`src/bfpsc_pkg.sv`:
```
package bfpsc_pkg;

    // ------------------------------------------------------------
    // Timing
    // ------------------------------------------------------------
    localparam int unsigned CLK_PERIOD_NS   = 10;
    localparam int unsigned FILTER_TIME_NS  = 20000;
    localparam int unsigned BLANK_TIME_NS   = 100000;
    // Least times round up to whole cycles.
    localparam int unsigned FILTER_CYCLES   = (FILTER_TIME_NS + CLK_PERIOD_NS - 1) / CLK_PERIOD_NS;
    localparam int unsigned BLANK_CYCLES    = (BLANK_TIME_NS + CLK_PERIOD_NS - 1) / CLK_PERIOD_NS;
    localparam int unsigned CNT_W           = 16;

    // ------------------------------------------------------------
    // Register map
    // ------------------------------------------------------------
    localparam logic [7:0]  ADR_STATUS      = 8'h00;
    localparam logic [7:0]  ADR_MASK        = 8'h04;
    localparam logic [7:0]  ADR_CTRL        = 8'h08;
    localparam logic [7:0]  ADR_STATE       = 8'h0c;
    localparam logic [7:0]  ADR_CODE        = 8'h10;

    localparam int unsigned EVT_W           = 6;
    localparam logic [5:0]  MASK_RST        = 6'h00;
    localparam int unsigned CTRL_W          = 2;
    localparam logic [1:0]  CTRL_RST        = 2'h1;
    localparam int unsigned CODE_W          = 8;
    localparam int unsigned NUM_CH          = 4;

    // Sticky event bits, same layout in status and mask.
    typedef struct packed {
        logic code_change;
        logic mode_change;
        logic thermal_clear;
        logic thermal_set;
        logic overvoltage_trip;
        logic overcurrent_trip;
    } bfpsc_evt_t;

    // Software control bits.
    typedef struct packed {
        logic force_interleave;
        logic low_power_enable;
    } bfpsc_ctrl_t;

    // Comparator and request pins from the analog side.
    typedef struct packed {
        logic droop_over_multi;
        logic droop_over_single;
        logic feedback_over_ref;
        logic thermal_below_set;
        logic thermal_above_clear;
        logic low_power_state_request;
        logic slew_busy;
    } bfpsc_pins_t;

    typedef enum logic [1:0] {
        MODE_INTERLEAVE = 2'b00,
        MODE_SINGLE     = 2'b01,
        MODE_TRANSITION = 2'b10,
        MODE_BLANK      = 2'b11
    } bfpsc_mode_t;

endpackage

```
`src/bfpsc_top.sv`:
```
// The placing of the registers and register access over Wishbone were chosen for this implementation.
`timescale 1ns/1ps
// What this block does
// - Droop above limit latches overcurrent fault.
// - Overcurrent fault turns all switches off.
// - Overcurrent must persist 20us before latching.
// - Feedback 150mV above reference latches overvoltage.
// - Overvoltage fault: low side on, high off.
// - Overvoltage must persist 20us before latching.
// - Thermal alert rises below 0.28 rail.
// - Thermal alert falls only above 0.33 rail.
// - Request high: all channels interleaved.
// - Request low: single phase, channel 1 only.
// - Single phase: channel 2 gates high impedance.
// - Single phase: channels 3, 4 at mid-level.
// - Voltage-code change forces interleaved operation.
// - Request ignored during voltage-code transition.
// - Request masked 100us after transition ends.
// - Limit choice follows single or multi phase.
module bfpsc_top #(
    parameter int unsigned BLANK_CYC  = bfpsc_pkg::BLANK_CYCLES,
    parameter int unsigned FILTER_CYC = bfpsc_pkg::FILTER_CYCLES
) (
    // Clock and reset
    input  wire logic                          clk_i,
    input  wire logic                          rst_i,
    // Wishbone slave
    input  wire logic                          wb_cyc_i,
    input  wire logic                          wb_stb_i,
    input  wire logic                          wb_we_i,
    input  wire logic [7:0]                    wb_adr_i,
    input  wire logic [3:0]                    wb_sel_i,
    input  wire logic [31:0]                   wb_dat_i,
    output logic      [31:0]                   wb_dat_o,
    output logic                               wb_ack_o,
    output logic                               irq_o,
    // Analog comparators and pins
    input  wire bfpsc_pkg::bfpsc_pins_t        pins_i,
    input  wire logic [bfpsc_pkg::CODE_W-1:0]  voltage_code_i,
    // PWM requests from the ramp path, bit n is channel n+1
    input  wire logic [bfpsc_pkg::NUM_CH-1:0]  pwm_i,
    // Gate and PWM outputs
    output logic                               ch1_high_gate_o,
    output logic                               ch1_low_gate_o,
    output logic                               ch2_high_gate_o,
    output logic                               ch2_high_gate_oe_o,
    output logic                               ch2_low_gate_o,
    output logic                               ch2_low_gate_oe_o,
    output logic                               ch3_pwm_out_o,
    output logic                               ch3_pwm_mid_o,
    output logic                               ch4_pwm_out_o,
    output logic                               ch4_pwm_mid_o,
    // Status pins
    output logic                               thermal_alert_out_o,
    output logic                               overcurrent_trip_o,
    output logic                               overvoltage_trip_o,
    output logic                               single_phase_o
);

    // ------------------------------------------------------------
    // Input synchronisers
    // ------------------------------------------------------------
    bfpsc_pkg::bfpsc_pins_t                pins_meta_q;
    bfpsc_pkg::bfpsc_pins_t                pins_q;
    logic [bfpsc_pkg::CODE_W-1:0]          code_meta_q;
    logic [bfpsc_pkg::CODE_W-1:0]          code_q;
    logic [bfpsc_pkg::CODE_W-1:0]          code_last_q;

    always_ff @(posedge clk_i) begin
        // Not reset, so idle pin levels are already through when reset lifts.
        pins_meta_q <= pins_i;
        pins_q      <= pins_meta_q;
        code_meta_q <= voltage_code_i;
        code_q      <= code_meta_q;
        code_last_q <= code_q;
    end

    // ------------------------------------------------------------
    // Registers and state
    // ------------------------------------------------------------
    logic [bfpsc_pkg::CNT_W-1:0]           oc_cnt_q;
    logic [bfpsc_pkg::CNT_W-1:0]           oc_cnt_d;
    logic [bfpsc_pkg::CNT_W-1:0]           ov_cnt_q;
    logic [bfpsc_pkg::CNT_W-1:0]           ov_cnt_d;
    logic [bfpsc_pkg::CNT_W-1:0]           blank_cnt_q;
    logic [bfpsc_pkg::CNT_W-1:0]           blank_cnt_d;
    logic                                  oc_fault_q;
    logic                                  ov_fault_q;
    logic                                  thermal_q;
    logic                                  thermal_d;
    bfpsc_pkg::bfpsc_mode_t                mode_q;
    bfpsc_pkg::bfpsc_mode_t                mode_d;
    bfpsc_pkg::bfpsc_evt_t                 status_q;
    bfpsc_pkg::bfpsc_evt_t                 status_d;
    bfpsc_pkg::bfpsc_evt_t                 mask_q;
    bfpsc_pkg::bfpsc_evt_t                 events;
    bfpsc_pkg::bfpsc_ctrl_t                ctrl_q;

    // ------------------------------------------------------------
    // Overcurrent and overvoltage filters
    // ------------------------------------------------------------
    localparam logic [bfpsc_pkg::CNT_W-1:0] FILT_LAST = bfpsc_pkg::CNT_W'(FILTER_CYC - 1);
    localparam logic [bfpsc_pkg::CNT_W-1:0] BLANK_LD  = bfpsc_pkg::CNT_W'(BLANK_CYC);
    localparam logic [bfpsc_pkg::CNT_W-1:0] CNT_ONE   = bfpsc_pkg::CNT_W'(1);

    wire single_now   = (mode_q == bfpsc_pkg::MODE_SINGLE);
    // The single-phase limit only applies while one phase carries the load.
    wire oc_cond      = single_now ? pins_q.droop_over_single : pins_q.droop_over_multi;
    wire ov_cond      = pins_q.feedback_over_ref;
    wire oc_hit       = oc_cond && (oc_cnt_q == FILT_LAST);
    wire ov_hit       = ov_cond && (ov_cnt_q == FILT_LAST);

    // A dropout of the condition restarts the persistence count.
    assign oc_cnt_d   = !oc_cond ? '0 : (oc_hit ? oc_cnt_q : oc_cnt_q + CNT_ONE);
    assign ov_cnt_d   = !ov_cond ? '0 : (ov_hit ? ov_cnt_q : ov_cnt_q + CNT_ONE);

    always_ff @(posedge clk_i) begin
        if (rst_i) begin
            oc_cnt_q   <= '0;
            ov_cnt_q   <= '0;
            oc_fault_q <= 1'b0;
            ov_fault_q <= 1'b0;
        end else begin
            oc_cnt_q   <= oc_cnt_d;
            ov_cnt_q   <= ov_cnt_d;
            oc_fault_q <= oc_fault_q | oc_hit;
            ov_fault_q <= ov_fault_q | ov_hit;
        end
    end

    // ------------------------------------------------------------
    // Thermal alert with hysteresis
    // ------------------------------------------------------------
    assign thermal_d = pins_q.thermal_below_set   ? 1'b1 :
                       pins_q.thermal_above_clear ? 1'b0 :
                       thermal_q;

    always_ff @(posedge clk_i) begin
        if (rst_i) begin
            thermal_q <= 1'b0;
        end else begin
            thermal_q <= thermal_d;
        end
    end

    // ------------------------------------------------------------
    // Phase state
    // ------------------------------------------------------------
    wire code_moved   = (code_q != code_last_q);
    wire transition   = code_moved || pins_q.slew_busy;
    wire lp_allowed   = ctrl_q.low_power_enable && !ctrl_q.force_interleave;
    wire want_single  = lp_allowed && !pins_q.low_power_state_request;

    always_comb begin
        mode_d      = mode_q;
        blank_cnt_d = blank_cnt_q;
        unique case (mode_q)
            bfpsc_pkg::MODE_INTERLEAVE: begin
                if (transition) begin
                    mode_d = bfpsc_pkg::MODE_TRANSITION;
                end else if (want_single) begin
                    mode_d = bfpsc_pkg::MODE_SINGLE;
                end
            end
            bfpsc_pkg::MODE_SINGLE: begin
                if (transition) begin
                    mode_d = bfpsc_pkg::MODE_TRANSITION;
                end else if (!want_single) begin
                    mode_d = bfpsc_pkg::MODE_INTERLEAVE;
                end
            end
            bfpsc_pkg::MODE_TRANSITION: begin
                // The request is not looked at while the code moves.
                if (!transition) begin
                    mode_d      = bfpsc_pkg::MODE_BLANK;
                    blank_cnt_d = BLANK_LD - CNT_ONE;
                end
            end
            bfpsc_pkg::MODE_BLANK: begin
                if (transition) begin
                    mode_d = bfpsc_pkg::MODE_TRANSITION;
                end else if (blank_cnt_q == '0) begin
                    mode_d = bfpsc_pkg::MODE_INTERLEAVE;
                end else begin
                    blank_cnt_d = blank_cnt_q - CNT_ONE;
                end
            end
        endcase
    end

    always_ff @(posedge clk_i) begin
        if (rst_i) begin
            mode_q      <= bfpsc_pkg::MODE_INTERLEAVE;
            blank_cnt_q <= '0;
        end else begin
            mode_q      <= mode_d;
            blank_cnt_q <= blank_cnt_d;
        end
    end

    // ------------------------------------------------------------
    // Gate drive per channel
    // ------------------------------------------------------------
    // Channel 0 here is channel 1, which never drops out in single phase.
    logic [bfpsc_pkg::NUM_CH-1:0]          hs_d;
    logic [bfpsc_pkg::NUM_CH-1:0]          ls_d;
    logic [bfpsc_pkg::NUM_CH-1:0]          idle_d;
    logic [bfpsc_pkg::NUM_CH-1:0]          hs_q;
    logic [bfpsc_pkg::NUM_CH-1:0]          ls_q;
    logic [bfpsc_pkg::NUM_CH-1:0]          idle_q;
    logic                                  ch2_oe_q;

    genvar ch;
    generate
        for (ch = 0; ch < bfpsc_pkg::NUM_CH; ch++) begin : g_ch
            // Overcurrent wins over overvoltage: both switches open.
            wire parked = (ch != 0) && single_now;
            assign hs_d[ch]   = !oc_fault_q && !ov_fault_q && !parked && pwm_i[ch];
            assign ls_d[ch]   = !oc_fault_q && (ov_fault_q || (!parked && !pwm_i[ch]));
            assign idle_d[ch] = oc_fault_q || (parked && !ov_fault_q);
        end
    endgenerate

    always_ff @(posedge clk_i) begin
        if (rst_i) begin
            hs_q   <= '0;
            ls_q   <= '0;
            idle_q <= '1;
        end else begin
            hs_q   <= hs_d;
            ls_q   <= ls_d;
            idle_q <= idle_d;
        end
    end

    assign ch1_high_gate_o    = hs_q[0];
    assign ch1_low_gate_o     = ls_q[0];
    assign ch2_high_gate_o    = hs_q[1];
    assign ch2_low_gate_o     = ls_q[1];
    // Channel 2 floats only when parked, not when a fault holds it off.
    assign ch2_high_gate_oe_o = ch2_oe_q;
    assign ch2_low_gate_oe_o  = ch2_oe_q;
    // The mid level shuts the external drivers down; it relies on them honouring it.
    assign ch3_pwm_out_o      = hs_q[2];
    assign ch3_pwm_mid_o      = idle_q[2];
    assign ch4_pwm_out_o      = hs_q[3];
    assign ch4_pwm_mid_o      = idle_q[3];

    logic                                  single_q;

    always_ff @(posedge clk_i) begin
        if (rst_i) begin
            ch2_oe_q    <= 1'b1;
            single_q    <= 1'b0;
        end else begin
            ch2_oe_q    <= !(single_now && !oc_fault_q && !ov_fault_q);
            single_q    <= (mode_d == bfpsc_pkg::MODE_SINGLE);
        end
    end

    assign thermal_alert_out_o = thermal_q;
    assign overcurrent_trip_o  = oc_fault_q;
    assign overvoltage_trip_o  = ov_fault_q;
    assign single_phase_o      = single_q;

    // ------------------------------------------------------------
    // Wishbone slave
    // ------------------------------------------------------------
    logic [31:0]                           rdata_d;
    wire  req        = wb_cyc_i && wb_stb_i && !wb_ack_o;
    // A write lands at the edge at which the master sees ack.
    wire  wr_en      = wb_cyc_i && wb_stb_i && wb_ack_o && wb_we_i && wb_sel_i[0];
    wire  hit_status = (wb_adr_i == bfpsc_pkg::ADR_STATUS);
    wire  hit_mask   = (wb_adr_i == bfpsc_pkg::ADR_MASK);
    wire  hit_ctrl   = (wb_adr_i == bfpsc_pkg::ADR_CTRL);
    wire  hit_state  = (wb_adr_i == bfpsc_pkg::ADR_STATE);
    wire  hit_code   = (wb_adr_i == bfpsc_pkg::ADR_CODE);
    wire  rd_status  = req && !wb_we_i && hit_status;

    wire [7:0] state_word = {ctrl_q.low_power_enable, pins_q.low_power_state_request, mode_q,
                             single_now, thermal_q, ov_fault_q, oc_fault_q};

    assign rdata_d = hit_status ? {26'h0, status_q} :
                     hit_mask   ? {26'h0, mask_q} :
                     hit_ctrl   ? {30'h0, ctrl_q} :
                     hit_state  ? {24'h0, state_word} :
                     hit_code   ? {24'h0, code_q} :
                     32'h0;

    // ------------------------------------------------------------
    // Events and interrupt
    // ------------------------------------------------------------
    assign events.overcurrent_trip = oc_hit && !oc_fault_q;
    assign events.overvoltage_trip = ov_hit && !ov_fault_q;
    assign events.thermal_set      = thermal_d && !thermal_q;
    assign events.thermal_clear    = !thermal_d && thermal_q;
    assign events.mode_change      = (mode_d == bfpsc_pkg::MODE_SINGLE) != single_now;
    assign events.code_change      = code_moved;
    // A read clears the bits it returned; a new event in that cycle stays set.
    assign status_d = (rd_status ? '0 : status_q) | events;

    always_ff @(posedge clk_i) begin
        if (rst_i) begin
            wb_ack_o <= 1'b0;
            wb_dat_o <= 32'h0;
            status_q <= '0;
            mask_q   <= bfpsc_pkg::MASK_RST;
            ctrl_q   <= bfpsc_pkg::CTRL_RST;
            irq_o    <= 1'b0;
        end else begin
            wb_ack_o <= req;
            wb_dat_o <= req ? rdata_d : 32'h0;
            status_q <= status_d;
            irq_o    <= |(status_d & mask_q);
            if (wr_en && hit_mask) begin
                mask_q <= wb_dat_i[bfpsc_pkg::EVT_W-1:0];
            end
            if (wr_en && hit_ctrl) begin
                ctrl_q <= wb_dat_i[bfpsc_pkg::CTRL_W-1:0];
            end
        end
    end

endmodule
```
`config.mk`:
```
export PLATFORM = sky130hd
export DESIGN_NAME = bfpsc_top
export DESIGN_NICKNAME = d
export VERILOG_FILES = /design/src/bfpsc_pkg.sv /design/src/bfpsc_top.sv
export SDC_FILE = /design/constraint.sdc
export NUM_CORES = 1
export LEC_CHECK = 0
export BUFFER_PORTS_ARGS = -buffer_cell sky130_fd_sc_hd__buf_4
export CAP_MARGIN = 20
export CORE_MARGIN = 2
export CORE_UTILIZATION = 53
export DETAILED_ROUTE_END_ITERATION = 6
export GPL_TIMING_DRIVEN = 0
export PLACE_DENSITY = 0.79
export SYNTH_ARGS = -nofsm -noshare
export SYNTH_HDL_FRONTEND = slang
export SYNTH_SLANG_ARGS = --single-unit
```
`constraint.sdc`:
```
create_clock -name clk_i -period 2.5 [get_ports clk_i]
set_input_delay 0 -clock clk_i [delete_from_list [all_inputs] [get_ports clk_i]]
set_output_delay 0 -clock clk_i [all_outputs]
set_load 0.01 [all_outputs]
```
==> impl_metrics.csv <==
group,metric,value,unit
synthesis,ys_types,54,
route,drcViolationCount,0,
clocking,cts_root_buf,"clkbuf_8",
place,placedCellCount,705,
synthesis,synth.top_cell.area_share,50.7,%
place,dp_hpwl,7740,um
clocking,cts.sinks,124,
synthesis,synth_area_leader_cell,"dfxtp_1",
clocking,ctsHtreeMaxLevel,4,
timing,slew_headroom,44.1,%
power_and_ir_drop,clockPowerShare,51.4,%
floorplanning,dieWidth,100,um
synthesis,ys_async_sr_fraction,0,%
timing,setup-violations-final,0,
route,routed_wl,12100,um
floorplanning,initial_core_util,53.8,%
timing,rsz0062_at_grt,"false",
timing,finalWorstSetupSlack,52.7,ps
synthesis,synth_cells,510,
power_and_ir_drop,p_sw,1.01,mW
place,io_buffers,61,
synthesis,synth_edf_count,0,
timing,tightest_slew,826,ps
power_and_ir_drop,ir_worst_vdd,0.000574,V
floorplanning,die_area,0.0100,mm^2
power_and_ir_drop,internal_power,3.75,mW
finish,syn_to_final_growth,33.8,%
worst_hold_path,worstHoldPathType,"primary input to register",
route,antenna_left,0,
place,preCtsSetupSlack,90.3,ps
timing,timing.hold.ws,5.92,ps
synthesis,synth_flop_cell,"dfxtp_1",
critical_path,cp.arrival,2830,ps
synthesis,yosysMostFrequentCell,"dfxtp_1",
floorplanning,coreArea,0.00911,mm^2
timing,setup_tns,0,ps
floorplanning,rows,35,
synthesis,ys_seq_area_share,50.7,%
critical_path,critPathLaunchType,"primary input",
grt,grt_max_degree,17,
clocking,cts_buffers,17,
route,drtIter0Drc,274,
finish,drive_gt1_share,20.7,%
timing,hold_violations,0,
route,vias,4285,
route,wl_per_cell,15.7,um
route,drtPass1Iterations,5,
synthesis,synth_area_leaders,"dfxtp_1, nor2_1, buf_4",
grt,antenna_found_initial,0,
power_and_ir_drop,pwr-share-seq,43.2,%
finish,final_area,0.00655,mm^2
power_and_ir_drop,p_leak,2.65,nW
clocking,cts_setup_buffers,0,
place,dpl_cell_area,0.00558,mm^2
status,outcome,"finished, final reports clean",
synthesis,ys_seq_elements,124,
clocking,cts.reportedPaths.clkPinSlew,60,ps
synthesis,yosysWarnings,0,
grt,grt_usage,25.0,%
floorplanning,io_pins,116,
critical_path,worst-setup-path-type,"primary input to register",
synthesis,yosys-top-cells-count,"dfxtp_1, nor2_1, nand2_1",
critical_path,critPathCaptureType,"register",
finish,final_net_count,721,
power_and_ir_drop,p_comb_share,5.4,%
floorplanning,die_h,100,um
synthesis,syn_area,0.00490,mm^2
timing,timing.clock.skew,7.47,ps
clocking,worst_skew_pair.late_latency,520,ps
timing,fin_crit_sh,97.9,%
route,viasPerCell,5.55,
timing,clock.fmax,409,MHz
timing,min_period,2450,ps
finish,final-instance-count-excl-fill,772,
run,cap_violations,0,
power_and_ir_drop,powerDensity,726,mW/mm^2
timing,slew_violations,0,
critical_path,critPathMaxFanout,7,
clocking,cts_tree,"yes",
grt,grt_first_pass_wirelength,19700,um
synthesis,synth_area_per_cell,9.60,um^2
place,gp_congestion,0.862,
grt,grt.overflow.total,0,
grt,grt_pass1_vias,4259,
clocking,cts_max_path_buffers,2,
power_and_ir_drop,sw_frac_of_total,21.2,%
critical_path,cp.required,2890,ps
finish,num_antenna_cells,0,
## worst max-delay path, cell delays in order
cell	delay, ps
dlygate4sd3_1	540
buf_4	150
or3_1	340
buf_2	180
nor3b_4	410
nand4_4	220
dlygate4sd3_1	740
mux2i_1	220
nor2_1	50
## routing by layer
layer	vias up	GRT usage [%]	routed length [um]
met5	-	0	0
met4	0	9.59	239
met3	30	5.43	847
met2	168	43.6	6190
met1	2050	30.1	4830
li1	2037	-	-
## final cells by class
| type | instances | area [um^2] |
|---|---|---|
| fill | 638 | 2550 |
| sequential | 124 | 2480 |
| multi-input combinational | 352 | 2190 |
| timing repair buffer | 97 | 818 |
| clock buffer | 20 | 455 |
| buffer | 43 | 277 |
| clock inverter | 11 | 141 |
| tap | 111 | 139 |
| inverter | 14 | 52.6 |
## kinds of logic after synthesis
group / after synthesis / share of synthesized area (%)
xor+xnor: 32 / 5.72
buf+inv: 57 / 6.72
mux: 12 / 2.50
compound gates: 82 / 12.2
simple gates: 198 / 21.0
other cells: 1 / 0.0766
fa+ha+maj: 4 / 1.02
flops: 124 / 50.7
## state kept, by name (all words and copies together), names as in the netlist, 7 cells and up
name         count
oc_cnt_q        16
code_meta_q      8
ov_cnt_q        16
code_q           8
code_last_q      8
blank_cnt_q     16
wb_dat_o         8
pins_meta_q      7
## through the flow
stage          power [mW]  utilization, %
2_1_floorplan        2.21               -
5_1_grt              4.89            72.0
6_report             4.76            72.0
3_3_place_gp         2.30            61.3
3_5_place_dp         2.31            61.3
4_1_cts              4.76            71.8
## layout by cell type (no fill, tap or decap), types with 4 or more instances in the layout
cell type | netlist | layout
clkbuf_16 | 0 | 16
a31oi_1 | 5 | 5
clkbuf_1 | 13 | 13
o21ai_0 | 11 | 11
clkinv_2 | 0 | 4
dlygate4sd3_1 | 0 | 36
nand2b_1 | 6 | 6
nor4_1 | 10 | 10
inv_1 | 14 | 14
xnor2_1 | 17 | 17
dfxtp_1 | 124 | 124
a311oi_1 | 6 | 6
or3_1 | 4 | 4
and3_1 | 11 | 11
xor2_1 | 15 | 15
mux2i_1 | 10 | 10
nand3_1 | 15 | 15
clkbuf_8 | 0 | 4
a32o_1 | 8 | 8
a211oi_1 | 6 | 6
and2_1 | 6 | 6
nand2_1 | 34 | 34
nand4_1 | 10 | 10
ha_1 | 4 | 4
nor3_1 | 16 | 15
a21oi_1 | 22 | 22
conb_1 | 1 | 24
a22oi_1 | 10 | 10
buf_4 | 26 | 87
nor2_1 | 66 | 66
## worst paths after layout
| kind | slack [ps] | to | start | cells after the start |
|---|---|---|---|---|
| setup / recovery | 50 | mask_q[0] | wb_adr_i[5] | 9 |
| hold / removal | 6 | wb_dat_o[6] | wb_adr_i[3] | 3 |
| setup reg to reg | 160 | oc_cnt_q[15] | mode_q[1] | 6 |
| hold reg to reg | 330 | code_q[7] | code_meta_q[7] | 0 |
## power groups by stage
| stage | combinational, mW | clock, mW | sequential (mW) |
|---|---|---|---|
| after CTS | 0.249 | 2.45 | 2.05 |
| final | 0.256 | 2.44 | 2.06 |
| after floorplan | 0.119 | 0 | 2.09 |
| after detailed placement | 0.210 | 0 | 2.10 |
| after global routing | 0.278 | 2.55 | 2.06 |
| after global placement | 0.206 | 0 | 2.09 |
## what timing repair did
item / in CTS / in global routing
hold buffers: 36 / 0
setup endpoints to repair: 0 / 13
hold endpoints to repair: 33 / 0
resized for setup: 0 / 2
Power figures use the tool's default switching activity.
